$ cat config.mk
export PLATFORM = sky130hd
export DESIGN_NAME = shp_host_ctrl
export DESIGN_NICKNAME = d
export VERILOG_FILES = /design/src/shp_word_mem.v /design/src/shp_sclk_gen.v /design/src/shp_host_ctrl.v
export VERILOG_INCLUDE_DIRS = /design/src
export SDC_FILE = /design/constraint.sdc
export NUM_CORES = 1
export LEC_CHECK = 0
export BUFFER_PORTS_ARGS = -buffer_cell sky130_fd_sc_hd__clkbuf_2
export CORE_AREA = 3 3 190 192
export DETAILED_ROUTE_END_ITERATION = 10
export DIE_AREA = 0 0 193 195
export PLACE_DENSITY = 0.72
export SLEW_MARGIN = 20
export SYNTH_ARGS = -nofsm -noshare
export SYNTH_HDL_FRONTEND = slang
export SYNTH_SLANG_ARGS = --single-unit
$ cat constraint.sdc
create_clock -name sys_clk -period 3.2 [get_ports sys_clk]
set_input_delay 0.64 -clock sys_clk [delete_from_list [all_inputs] [get_ports sys_clk]]
set_output_delay 0.64 -clock sys_clk [all_outputs]
set_load 0.1 [all_outputs]
$ cat src/shp_host_map.vh
`ifndef SHP_HOST_MAP_VH
`define SHP_HOST_MAP_VH

// software-facing register offsets (byte addresses, one word each)
`define SHP_REG_CMD        8'h00
`define SHP_REG_STATUS     8'h04
`define SHP_REG_DIV        8'h08
`define SHP_REG_BUFIDX     8'h0c
`define SHP_REG_BUFDATA    8'h10

// command register fields
`define SHP_CMD_START      0
`define SHP_CMD_WRITE      1
`define SHP_CMD_ADDR_LO    8
`define SHP_CMD_ADDR_HI    14
`define SHP_CMD_WORDS_LO   16
`define SHP_CMD_WORDS_HI   20

// status register fields
`define SHP_ST_BUSY        0
`define SHP_ST_DONE        1
`define SHP_ST_REFUSED     2
`define SHP_ST_PTR_LO      8
`define SHP_ST_PTR_HI      14
`define SHP_ST_MODE_LO     16
`define SHP_ST_MODE_HI     17
`define SHP_ST_CLKEN       18

// device register map seen over the serial link
`define SHP_DEV_STATUS     7'h00
`define SHP_DEV_MODE       7'h10
`define SHP_DEV_FIFO_CFG   7'h11
`define SHP_DEV_SCLK_CTRL  7'h4b
`define SHP_DEV_HOLD_A     7'h5f
`define SHP_DEV_FIFO_PORT  7'h60
`define SHP_DEV_HOLD_B     7'h7f
`define SHP_DEV_CLKEN_BIT  7
`define SHP_DEV_FCLR_BIT   15

// device operating modes
`define SHP_MODE_STANDBY   2'h0
`define SHP_MODE_PROGRAM   2'h1
`define SHP_MODE_NORMAL    2'h2

// serial clock timing
`define SHP_SYS_HZ         250000000
`define SHP_SCLK_MAX_HZ    10000000
`define SHP_HALF_MIN       ((`SHP_SYS_HZ + 2 * `SHP_SCLK_MAX_HZ - 1) / (2 * `SHP_SCLK_MAX_HZ))

// buffer geometry
`define SHP_BUF_WORDS      16
`define SHP_BUF_AW         4

`endif

$ cat src/shp_word_mem.v
`default_nettype none

module shp_word_mem (
  // clocking
  input  wire        sysClk,
  input  wire        clkEn,
  // write port
  input  wire        wrEn,
  input  wire [3:0]  wrAddr,
  input  wire [15:0] wrData,
  // read port, registered
  input  wire [3:0]  rdAddr,
  output reg  [15:0] rdData
);

  reg [15:0] words [0:15];

  // storage and registered read
  always @(posedge sysClk) begin
    if (clkEn) begin
      if (wrEn) begin
        words[wrAddr] <= wrData;
      end
      rdData <= words[rdAddr];
    end
  end

endmodule

`default_nettype wire

$ cat src/shp_sclk_gen.v
`default_nettype none

module shp_sclk_gen (
  // clocking
  input  wire       sysClk,
  input  wire       resetN,
  input  wire       clkEn,
  // control
  input  wire       run,
  input  wire [7:0] halfPeriod,
  // one pulse per serial clock half period
  output reg        tick
);

  reg [7:0] count;

  // half-period counter, restarts whenever idle
  always @(posedge sysClk) begin
    if (!resetN) begin
      count <= 8'h00;
      tick  <= 1'b0;
    end else if (clkEn) begin
      if (!run) begin
        count <= 8'h00;
        tick  <= 1'b0;
      end else if (count >= halfPeriod - 8'h01) begin
        count <= 8'h00;
        tick  <= 1'b1;
      end else begin
        count <= count + 8'h01;
        tick  <= 1'b0;
      end
    end
  end

endmodule

`default_nettype wire

$ cat src/shp_host_ctrl.v
// Chosen here: register access over APB.
`include "shp_host_map.vh"
`default_nettype none

module shp_host_ctrl (
  // clock, reset, enable
  input  wire        sys_clk,
  input  wire        reset_n,
  input  wire        clkEn,
  // apb slave
  input  wire        psel,
  input  wire        penable,
  input  wire        pwrite,
  input  wire [7:0]  paddr,
  input  wire [31:0] pwdata,
  output reg  [31:0] prdata,
  output reg         pready,
  output reg         pslverr,
  // serial link to the device
  output reg         spiCsN,
  output reg         spiSclk,
  output reg         spiMosi,
  input  wire        spiMiso
);

  localparam ST_IDLE  = 3'h0;
  localparam ST_LEAD  = 3'h1;
  localparam ST_SHIFT = 3'h2;
  localparam ST_TAIL  = 3'h3;
  localparam ST_GAP   = 3'h4;

  localparam integer HALF_MIN_WIDE = `SHP_HALF_MIN;
  localparam [7:0]   HALF_MIN      = HALF_MIN_WIDE[7:0];

  // device pointer stands still at the hold addresses
  function holdAddr;
    input [6:0] a;
    begin
      holdAddr = (a == `SHP_DEV_HOLD_A) || (a == `SHP_DEV_FIFO_PORT) || (a == `SHP_DEV_HOLD_B);
    end
  endfunction

  reg  [2:0]  state;
  reg         cmdWrite;
  reg  [6:0]  cmdAddr;
  reg  [4:0]  cmdWords;
  reg         doneFlag;
  reg         refusedFlag;
  reg  [6:0]  devPtr;
  reg  [1:0]  modeReq;
  reg  [1:0]  modeNow;
  reg         sampleClkEn;
  reg  [7:0]  halfDiv;
  reg  [3:0]  bufIdx;
  reg         misoMeta;
  reg         misoSync;
  reg         inAddr;
  reg  [3:0]  bitCnt;
  reg  [3:0]  wordIdx;
  reg         lastBit;
  reg  [15:0] txShift;
  reg  [15:0] txWord;
  reg  [15:0] rxShift;
  reg         engWrEn;
  reg  [15:0] engWrData;
  wire        tick;
  wire [15:0] memRdata;
  wire        busy;
  wire        apbAccess;
  wire        apbWrite;
  wire        apbRead;
  wire        cmdHit;
  wire        bufHit;
  wire        startReq;
  wire        unsafeCmd;
  wire        memWrEn;
  wire [3:0]  memWrAddr;
  wire [15:0] memWrData;
  wire [3:0]  memRdAddr;
  wire [15:0] rxWord;
  wire [4:0]  cmdWordsIn;

  assign busy       = (state != ST_IDLE);
  assign apbAccess  = psel && penable && !pready;
  assign apbWrite   = apbAccess && pwrite;
  assign apbRead    = apbAccess && !pwrite;
  assign cmdHit     = (paddr == `SHP_REG_CMD);
  assign bufHit     = (paddr == `SHP_REG_BUFDATA);
  assign cmdWordsIn = pwdata[`SHP_CMD_WORDS_HI:`SHP_CMD_WORDS_LO];
  assign startReq   = apbWrite && cmdHit && pwdata[`SHP_CMD_START] && !busy;
  assign rxWord     = {rxShift[14:0], misoSync};

  // host-side guards on the mode machine; buffer word 0 is the first data word
  assign unsafeCmd = pwdata[`SHP_CMD_WRITE] && (
    ((pwdata[`SHP_CMD_ADDR_HI:`SHP_CMD_ADDR_LO] == `SHP_DEV_SCLK_CTRL) &&
     !memRdata[`SHP_DEV_CLKEN_BIT] && (modeNow != `SHP_MODE_STANDBY)) ||
    ((pwdata[`SHP_CMD_ADDR_HI:`SHP_CMD_ADDR_LO] == `SHP_DEV_STATUS) &&
     memRdata[`SHP_DEV_FCLR_BIT] && (modeNow != `SHP_MODE_PROGRAM)));

  // buffer ports: engine owns them while busy, software while idle
  assign memWrEn   = busy ? engWrEn : (apbWrite && bufHit);
  assign memWrAddr = busy ? wordIdx : bufIdx;
  assign memWrData = busy ? engWrData : pwdata[15:0];                       // slot setup words from software
  assign memRdAddr = busy ? wordIdx : (cmdHit ? 4'h0 : bufIdx);             // word 0 ready for the guard

  shp_word_mem u_mem (
    .sysClk (sys_clk),
    .clkEn  (clkEn),
    .wrEn   (memWrEn),
    .wrAddr (memWrAddr),
    .wrData (memWrData),
    .rdAddr (memRdAddr),
    .rdData (memRdata)
  );

  shp_sclk_gen u_sclk (
    .sysClk     (sys_clk),
    .resetN     (reset_n),
    .clkEn      (clkEn),
    .run        (busy),
    .halfPeriod (halfDiv),
    .tick       (tick)
  );

  // two-stage synchroniser for the device output
  always @(posedge sys_clk) begin
    if (!reset_n) begin
      misoMeta <= 1'b0;
      misoSync <= 1'b0;
    end else if (clkEn) begin
      misoMeta <= spiMiso;
      misoSync <= misoMeta;
    end
  end

  // apb register file and answers, one wait state
  always @(posedge sys_clk) begin
    if (!reset_n) begin
      prdata  <= 32'h0000_0000;
      pready  <= 1'b0;
      pslverr <= 1'b0;
      halfDiv <= HALF_MIN;
      bufIdx  <= 4'h0;
    end else if (clkEn) begin
      pready  <= apbAccess;
      pslverr <= 1'b0;
      prdata  <= 32'h0000_0000;
      if (apbAccess) begin
        case (paddr)
          `SHP_REG_CMD: begin
            prdata <= {11'h000, cmdWords, 1'b0, cmdAddr, 6'h00, cmdWrite, 1'b0};
            if (pwrite && busy) begin
              pslverr <= 1'b1;
            end
          end
          `SHP_REG_STATUS: begin
            prdata <= {13'h0000, sampleClkEn, modeNow, 1'b0, devPtr, 5'h00, refusedFlag, doneFlag, busy};
          end
          `SHP_REG_DIV: begin
            prdata <= {24'h000000, halfDiv};
            if (pwrite) begin
              halfDiv <= (pwdata[7:0] < HALF_MIN) ? HALF_MIN : pwdata[7:0];
            end
          end
          `SHP_REG_BUFIDX: begin
            prdata <= {28'h0000000, bufIdx};
            if (pwrite) begin
              bufIdx <= pwdata[3:0];
            end
          end
          `SHP_REG_BUFDATA: begin
            prdata <= {16'h0000, memRdata};
            if (busy) begin
              pslverr <= 1'b1;
            end else begin
              bufIdx <= bufIdx + 4'h1;
            end
          end
          default: begin
            pslverr <= 1'b1;
          end
        endcase
      end
    end
  end

  // sticky flags: set wins over a write-one clear
  always @(posedge sys_clk) begin
    if (!reset_n) begin
      doneFlag    <= 1'b0;
      refusedFlag <= 1'b0;
    end else if (clkEn) begin
      if (state == ST_GAP && tick) begin
        doneFlag <= 1'b1;
      end else if (apbWrite && paddr == `SHP_REG_STATUS && pwdata[`SHP_ST_DONE]) begin
        doneFlag <= 1'b0;
      end
      if (startReq && (unsafeCmd || cmdWordsIn == 5'h00 || cmdWordsIn > 5'h10)) begin
        refusedFlag <= 1'b1;
      end else if (apbWrite && paddr == `SHP_REG_STATUS && pwdata[`SHP_ST_REFUSED]) begin
        refusedFlag <= 1'b0;
      end
    end
  end

  // shadow of the device mode machine, standby after reset
  always @(posedge sys_clk) begin
    if (!reset_n) begin
      modeReq     <= `SHP_MODE_STANDBY;
      modeNow     <= `SHP_MODE_STANDBY;
      sampleClkEn <= 1'b0;
    end else if (clkEn) begin
      if (engWrEn && cmdWrite) begin
        if (devPtr == `SHP_DEV_MODE) begin
          modeReq <= txWord[1:0];
        end
        if (devPtr == `SHP_DEV_SCLK_CTRL) begin
          sampleClkEn <= txWord[`SHP_DEV_CLKEN_BIT];
        end
      end
      if (sampleClkEn) begin
        modeNow <= modeReq;
      end
    end
  end

  // serial engine
  always @(posedge sys_clk) begin
    if (!reset_n) begin
      state     <= ST_IDLE;
      spiCsN    <= 1'b1;
      spiSclk   <= 1'b0;
      spiMosi   <= 1'b0;
      cmdWrite  <= 1'b0;
      cmdAddr   <= 7'h00;
      cmdWords  <= 5'h00;
      devPtr    <= 7'h00;
      inAddr    <= 1'b1;
      bitCnt    <= 4'h0;
      wordIdx   <= 4'h0;
      lastBit   <= 1'b0;
      txShift   <= 16'h0000;
      txWord    <= 16'h0000;
      rxShift   <= 16'h0000;
      engWrEn   <= 1'b0;
      engWrData <= 16'h0000;
    end else if (clkEn) begin
      engWrEn <= 1'b0;
      case (state)
        ST_IDLE: begin
          if (startReq && !unsafeCmd && cmdWordsIn != 5'h00 && cmdWordsIn <= 5'h10) begin
            cmdWrite <= pwdata[`SHP_CMD_WRITE];
            cmdAddr  <= pwdata[`SHP_CMD_ADDR_HI:`SHP_CMD_ADDR_LO];
            cmdWords <= cmdWordsIn;
            devPtr   <= pwdata[`SHP_CMD_ADDR_HI:`SHP_CMD_ADDR_LO];
            // address MSB first, direction bit last
            txShift  <= {pwdata[`SHP_CMD_ADDR_HI - 1:`SHP_CMD_ADDR_LO], pwdata[`SHP_CMD_WRITE], 9'h000};
            spiMosi  <= pwdata[`SHP_CMD_ADDR_HI];
            spiCsN   <= 1'b0;
            inAddr   <= 1'b1;
            bitCnt   <= 4'h0;
            wordIdx  <= 4'h0;
            lastBit  <= 1'b0;
            state    <= ST_LEAD;
          end
        end
        ST_LEAD: begin
          if (tick) begin
            state <= ST_SHIFT;
          end
        end
        ST_SHIFT: begin
          if (tick && !spiSclk) begin
            // rising edge: device samples mosi, host samples miso
            spiSclk <= 1'b1;
            rxShift <= rxWord;
            if (inAddr) begin
              if (bitCnt == 4'h7) begin
                inAddr <= 1'b0;
                bitCnt <= 4'h0;
              end else begin
                bitCnt <= bitCnt + 4'h1;
              end
            end else if (bitCnt == 4'hf) begin
              // whole word done; reads stored, writes counted as committed
              engWrEn   <= 1'b1;
              engWrData <= cmdWrite ? txWord : rxWord;
              bitCnt    <= 4'h0;
              if ({1'b0, wordIdx} == cmdWords - 5'h01) begin
                lastBit <= 1'b1;
              end
            end else begin
              bitCnt <= bitCnt + 4'h1;
            end
          end else if (tick && spiSclk) begin
            // falling edge: present next mosi bit
            spiSclk <= 1'b0;
            if (lastBit) begin
              spiMosi <= 1'b0;
              state   <= ST_TAIL;
            end else if (!inAddr && bitCnt == 4'h0) begin
              txWord  <= cmdWrite ? memRdata : 16'h0000;
              spiMosi <= cmdWrite & memRdata[15];
              txShift <= cmdWrite ? {memRdata[14:0], 1'b0} : 16'h0000;
            end else begin
              spiMosi <= txShift[15];
              txShift <= {txShift[14:0], 1'b0};
            end
          end
          // pointer follows the device after each whole word
          if (engWrEn) begin
            wordIdx <= wordIdx + 4'h1;
            if (!holdAddr(devPtr)) begin
              devPtr <= devPtr + 7'h01;
            end
          end
        end
        ST_TAIL: begin
          if (tick) begin
            spiCsN <= 1'b1;
            state  <= ST_GAP;
          end
        end
        ST_GAP: begin
          if (tick) begin
            inAddr <= 1'b1;
            bitCnt <= 4'h0;
            state  <= ST_IDLE;
          end
        end
        default: begin
          state  <= ST_IDLE;
          spiCsN <= 1'b1;
        end
      endcase
    end
  end

endmodule

`default_nettype wire

==> results.txt <==
----------------------------------------------------
[Run status]
  Outcome ... complete, no violations

[Floorplan]
  Initial Utilization ... 0.5273
  Full die area ... roughly 0.038 sq mm
  # IOs ... 84
  Die width ... between 150 and 200 microns
  Vertical die dimension ... about 200 microns
  Core region area ... ~0.035 sq mm
  Row count ... 68

[Synth]
  Number of enable flip-flop cells after synthesis ... approximately 270
  Synth area leader ... sky130_fd_sc_hd__edfxtp_1
  Flip-flop and latch count after synthesis ... 424
  Share of synthesized flip-flops with an asynchronous set or reset ... 0
  YS warnings ... 0
  Cell area after synthesis ... 0.01821 sq mm
  Number of standard cells after synthesis ... approximately 1600
  XOR/XNOR Fraction of Synth Area ... 0.008175
  Leading cell types by total area after synthesis ... sky130_fd_sc_hd__edfxtp_1 45%, sky130_fd_sc_hd__dfxtp_1 17%, sky130_fd_sc_hd__mux2i_1 8.8%
  Compound-cell area share of the yosys netlist ... 0.1186
  Largest family of logic cells by synthesized area ... simple AND/OR/NAND/NOR gates
  Syn avg cell area ... 11.52 sq um
  Fraction of synthesized cell area taken by the top area cell type ... 0.4484
  Most used flip-flop cell after synthesis ... sky130_fd_sc_hd__edfxtp_1
  Adder-Cell Fraction of Synth Area ... 0.01168
  Fraction of synthesized area in multiplexers ... 0.08855
  Sequential share of the synthesized area ... 0.6155
  Simple-gate share of the synthesized area ... 0.1241
  Number of distinct library cells after synthesis ... 75

[Hold path]
  Worst hold-check path type ... input pin to flip-flop
  Hold path start ... pwdata[20]
  Hold worst-path end ... cmdWords[4]$_SDFFE_PN0P_
  Worst Hold Depth ... 3

[Setup path]
  Data required time of the critical path ... 3.67 ns
  Worst endpoint data arrival time ... 3.34 ns
  Category of the worst setup path launch point ... flip-flop
  Critical register-to-register path startpoint ... halfDiv[0]$_SDFFE_PN1P_
  Maximum fanout along the worst path ... 6
  Path type of the worst setup path ... flip-flop to flip-flop
  Category of the worst setup path capture point ... flip-flop
  Reg-to-reg slack, setup ... 0.34 ns
  Worst reg2reg path depth ... 11
  FF-to-FF End ... u_sclk.count[5]$_SDFFE_PN0P_

[Power]
  Worst ir drop on vdd ... around 500 uV
  Total power per unit cell area ... around 520 mW/mm^2
  Static power due to leakage ... 6.763 nW

[STA]
  Crit share post-route ... 0.8952
  Max Slew Vio Count ... 0
  Max-slew headroom ... 0.3880
  Final-report hold violation count ... 0
  Final setup violation count ... 0
  Skew final ... 0.02487 ns
  Maximum clock rate ... 349.1 MHz
  Worst hold slack after final layout ... 0.3390 ns
  Accumulated negative setup slack ... 0 ns
  Actual slew at the worst max-slew pin ... ~0.91 ns
  Setup repair after global routing missed its margin ... no
  Final critical path time including I/O delays and setup ... ~2.9 ns

[Detailed routing]
  DR WL/cell ... 22.02 microns
  Initial DRC count ... 1267
  Total length of routed wires ... 47490 microns
  Total number of vias ... 13070
  Vias per std cell ... just over 6
  Number of nets with antenna violations after routing ... 0
  Remaining routing DRC violations ... 0
  First drt pass iteration count ... 6

[Placement]
  IO buf count ... 61
  HPWL after DPL ... 31050 microns
  Global placer's final weighted congestion ... ~0.91

[Clock tree]
  Source-to-sink clock delay at the later pin of the worst-skew pair ... 0.55 ns
  Number of post-CTS setup repair buffers ... 0
  Cells resized by post-CTS repair ... 0
  Clock tree from TritonCTS ... built
  H-tree depth ... 2
  Total clock buffers created by CTS ... 42
  Clk Tree Root Cell ... sky130_fd_sc_hd__clkbuf_16
  Hold_buf cts ... 0
  Number of clock sinks ... 424
  Maximum root-to-sink buffer count ... 3
  Clock edge transition at the registers on the reported setup and hold paths ... around 0.060 ns

[Layout]
  Count of inserted antenna diode cells ... 0
  Post-layout nets ... 1738
  Area growth syn-to-layout ... 15.12%
  FILL cells ... 2754
  Fraction of layout cells with a size suffix above 1 ... 0.1422

[Run]
  Total of max-cap violations ... 0

[GRT]
  Via count of the first global-routing pass ... 12470
  Maximum number of pins on one net before global-route repair ... 60
  First-pass GRT wire length ... between 70000 and 80000 microns
  Final global-route overflow total ... 0
  Global Route Usage Sum ... 0.2499
  Number of antenna violations at the first check in global routing ... 0

----------------------------------------------------
-- stage by stage --
stage          power [mW]    util  setup WS [ns]  std cells  instance area, sq um
3_3_place_gp        6.257  0.5697         0.1161       2085                 19680
3_5_place_dp        6.265  0.5697        0.09145       2085                 19680
2_1_floorplan       6.147       -        0.08483       1591                 18250
4_1_cts             10.89  0.6070         0.3479       2157                 20970
5_1_grt             11.15  0.6070        0.08401       2157                 20970
6_report            10.82  0.6070         0.3353       2157                 20970
-- layer usage --
layer	wire length, microns	vias up	GRT usage
met5	0	-	0
met3	3219	111	0.03609
met1	20120	6418	0.3500
li1	-	6032	-
met4	1549	0	0.08920
met2	22610	504	0.3999
-- area by class of cell --
class	count	area [sq um]	share of cell area
clock buffers	56	1134	0.05406
repair buffers	150	1324	0.06313
well taps	455	569.3	0.02715
multi-input cells	1034	6491	0.3096
clock inverters	16	153.9	0.007340
flip-flops and latches	424	11210	0.5347
inverters	22	85.08	0.004058
-- worst max-delay path, cell delays in order (launching register included) --
cell and delay, ns:
sky130_fd_sc_hd__dfxtp_1 0.45, sky130_fd_sc_hd__inv_1 0.10, sky130_fd_sc_hd__ha_1 0.25, sky130_fd_sc_hd__nand2_1 0.09, sky130_fd_sc_hd__xor2_1 0.16, sky130_fd_sc_hd__ha_1 0.24
sky130_fd_sc_hd__and3_1 0.19, sky130_fd_sc_hd__a221o_1 0.29, sky130_fd_sc_hd__a21oi_1 0.14, sky130_fd_sc_hd__o21ai_0 0.26, sky130_fd_sc_hd__o41ai_1 0.43, sky130_fd_sc_hd__o31a_1 0.20
-- layout by cell type (no fill, tap or decap), drive strengths merged, types with 27 or more instances in the layout --
master and count:
o21ai 40, clkbuf 117, mux2i 160, a21oi 109
nor2 141, buf 89, nand2 201, nor3 27
o22ai 68, edfxtp 272, dfxtp 152, nand3 28
-- worst max path at each step --
stage	depth (start not counted)	to	startpoint
2_1_floorplan	6	u_mem.words[3][0]$_DFFE_PP_	paddr[0]
3_3_place_gp	8	u_mem.words[1][7]$_DFFE_PP_	paddr[0]
3_5_place_dp	8	u_mem.words[1][7]$_DFFE_PP_	paddr[0]
4_1_cts	11	u_sclk.count[5]$_SDFFE_PN0P_	halfDiv[0]$_SDFFE_PN1P_
5_1_grt	11	u_sclk.count[5]$_SDFFE_PN0P_	halfDiv[0]$_SDFFE_PN1P_
6_report	11	u_sclk.count[5]$_SDFFE_PN0P_	halfDiv[0]$_SDFFE_PN1P_
-- flip-flops by register name (all words and copies together) (netlist names), 2 cells and up --
| name | cells |
|---|---|
| halfDiv | 8 |
| cmdAddr | 7 |
| modeNow | 2 |
| bitCnt | 4 |
| state | 3 |
| txShift | 15 |
| bufIdx | 4 |
| u_mem.words | 256 |
| rxShift | 15 |
| prdata | 21 |
| engWrData | 16 |
| cmdWords | 5 |
| txWord | 16 |
| modeReq | 2 |
| u_mem.rdData | 16 |
| devPtr | 7 |
| u_sclk.count | 8 |
| wordIdx | 4 |
-- cell families after synthesis --
family	Yosys count
buffers and inverters	133
muxes	161
adders and majority gates	17
other	1
and+or+nand+nor	496
DFF	424
AOI/OAI and AO/OA	332
xor gates and xnor gates	17
-- synth_stat cells, types with 6 or more instances --
master and n:
sky130_fd_sc_hd__ha_1 17, sky130_fd_sc_hd__o22ai_1 68, sky130_fd_sc_hd__buf_2 23, sky130_fd_sc_hd__a222oi_1 7
sky130_fd_sc_hd__a2bb2oi_1 6, sky130_fd_sc_hd__inv_1 20, sky130_fd_sc_hd__a21oi_1 109, sky130_fd_sc_hd__nand3_1 28
sky130_fd_sc_hd__nor3_1 26, sky130_fd_sc_hd__a22oi_1 9, sky130_fd_sc_hd__xor2_1 7, sky130_fd_sc_hd__buf_4 14
sky130_fd_sc_hd__clkbuf_1 66, sky130_fd_sc_hd__nand2_1 201, sky130_fd_sc_hd__and2_1 13, sky130_fd_sc_hd__dfxtp_1 152
sky130_fd_sc_hd__xnor2_1 10, sky130_fd_sc_hd__nor4_1 10, sky130_fd_sc_hd__a211oi_1 19, sky130_fd_sc_hd__o31ai_1 6
sky130_fd_sc_hd__or3_1 9, sky130_fd_sc_hd__o2bb2ai_1 7, sky130_fd_sc_hd__edfxtp_1 272, sky130_fd_sc_hd__nor2_1 141
sky130_fd_sc_hd__and3_1 6, sky130_fd_sc_hd__o21ai_0 37, sky130_fd_sc_hd__nand2b_1 9, sky130_fd_sc_hd__mux2i_1 160
sky130_fd_sc_hd__or4_1 19, sky130_fd_sc_hd__nand4_1 9
-- power breakdown --
part	internal, mW	switching (mW)
combinational	0.0669	0.246
clock	2.65	2.02
sequential	5.82	0.0151
Note: power is estimated with default switching activity, not from simulation.
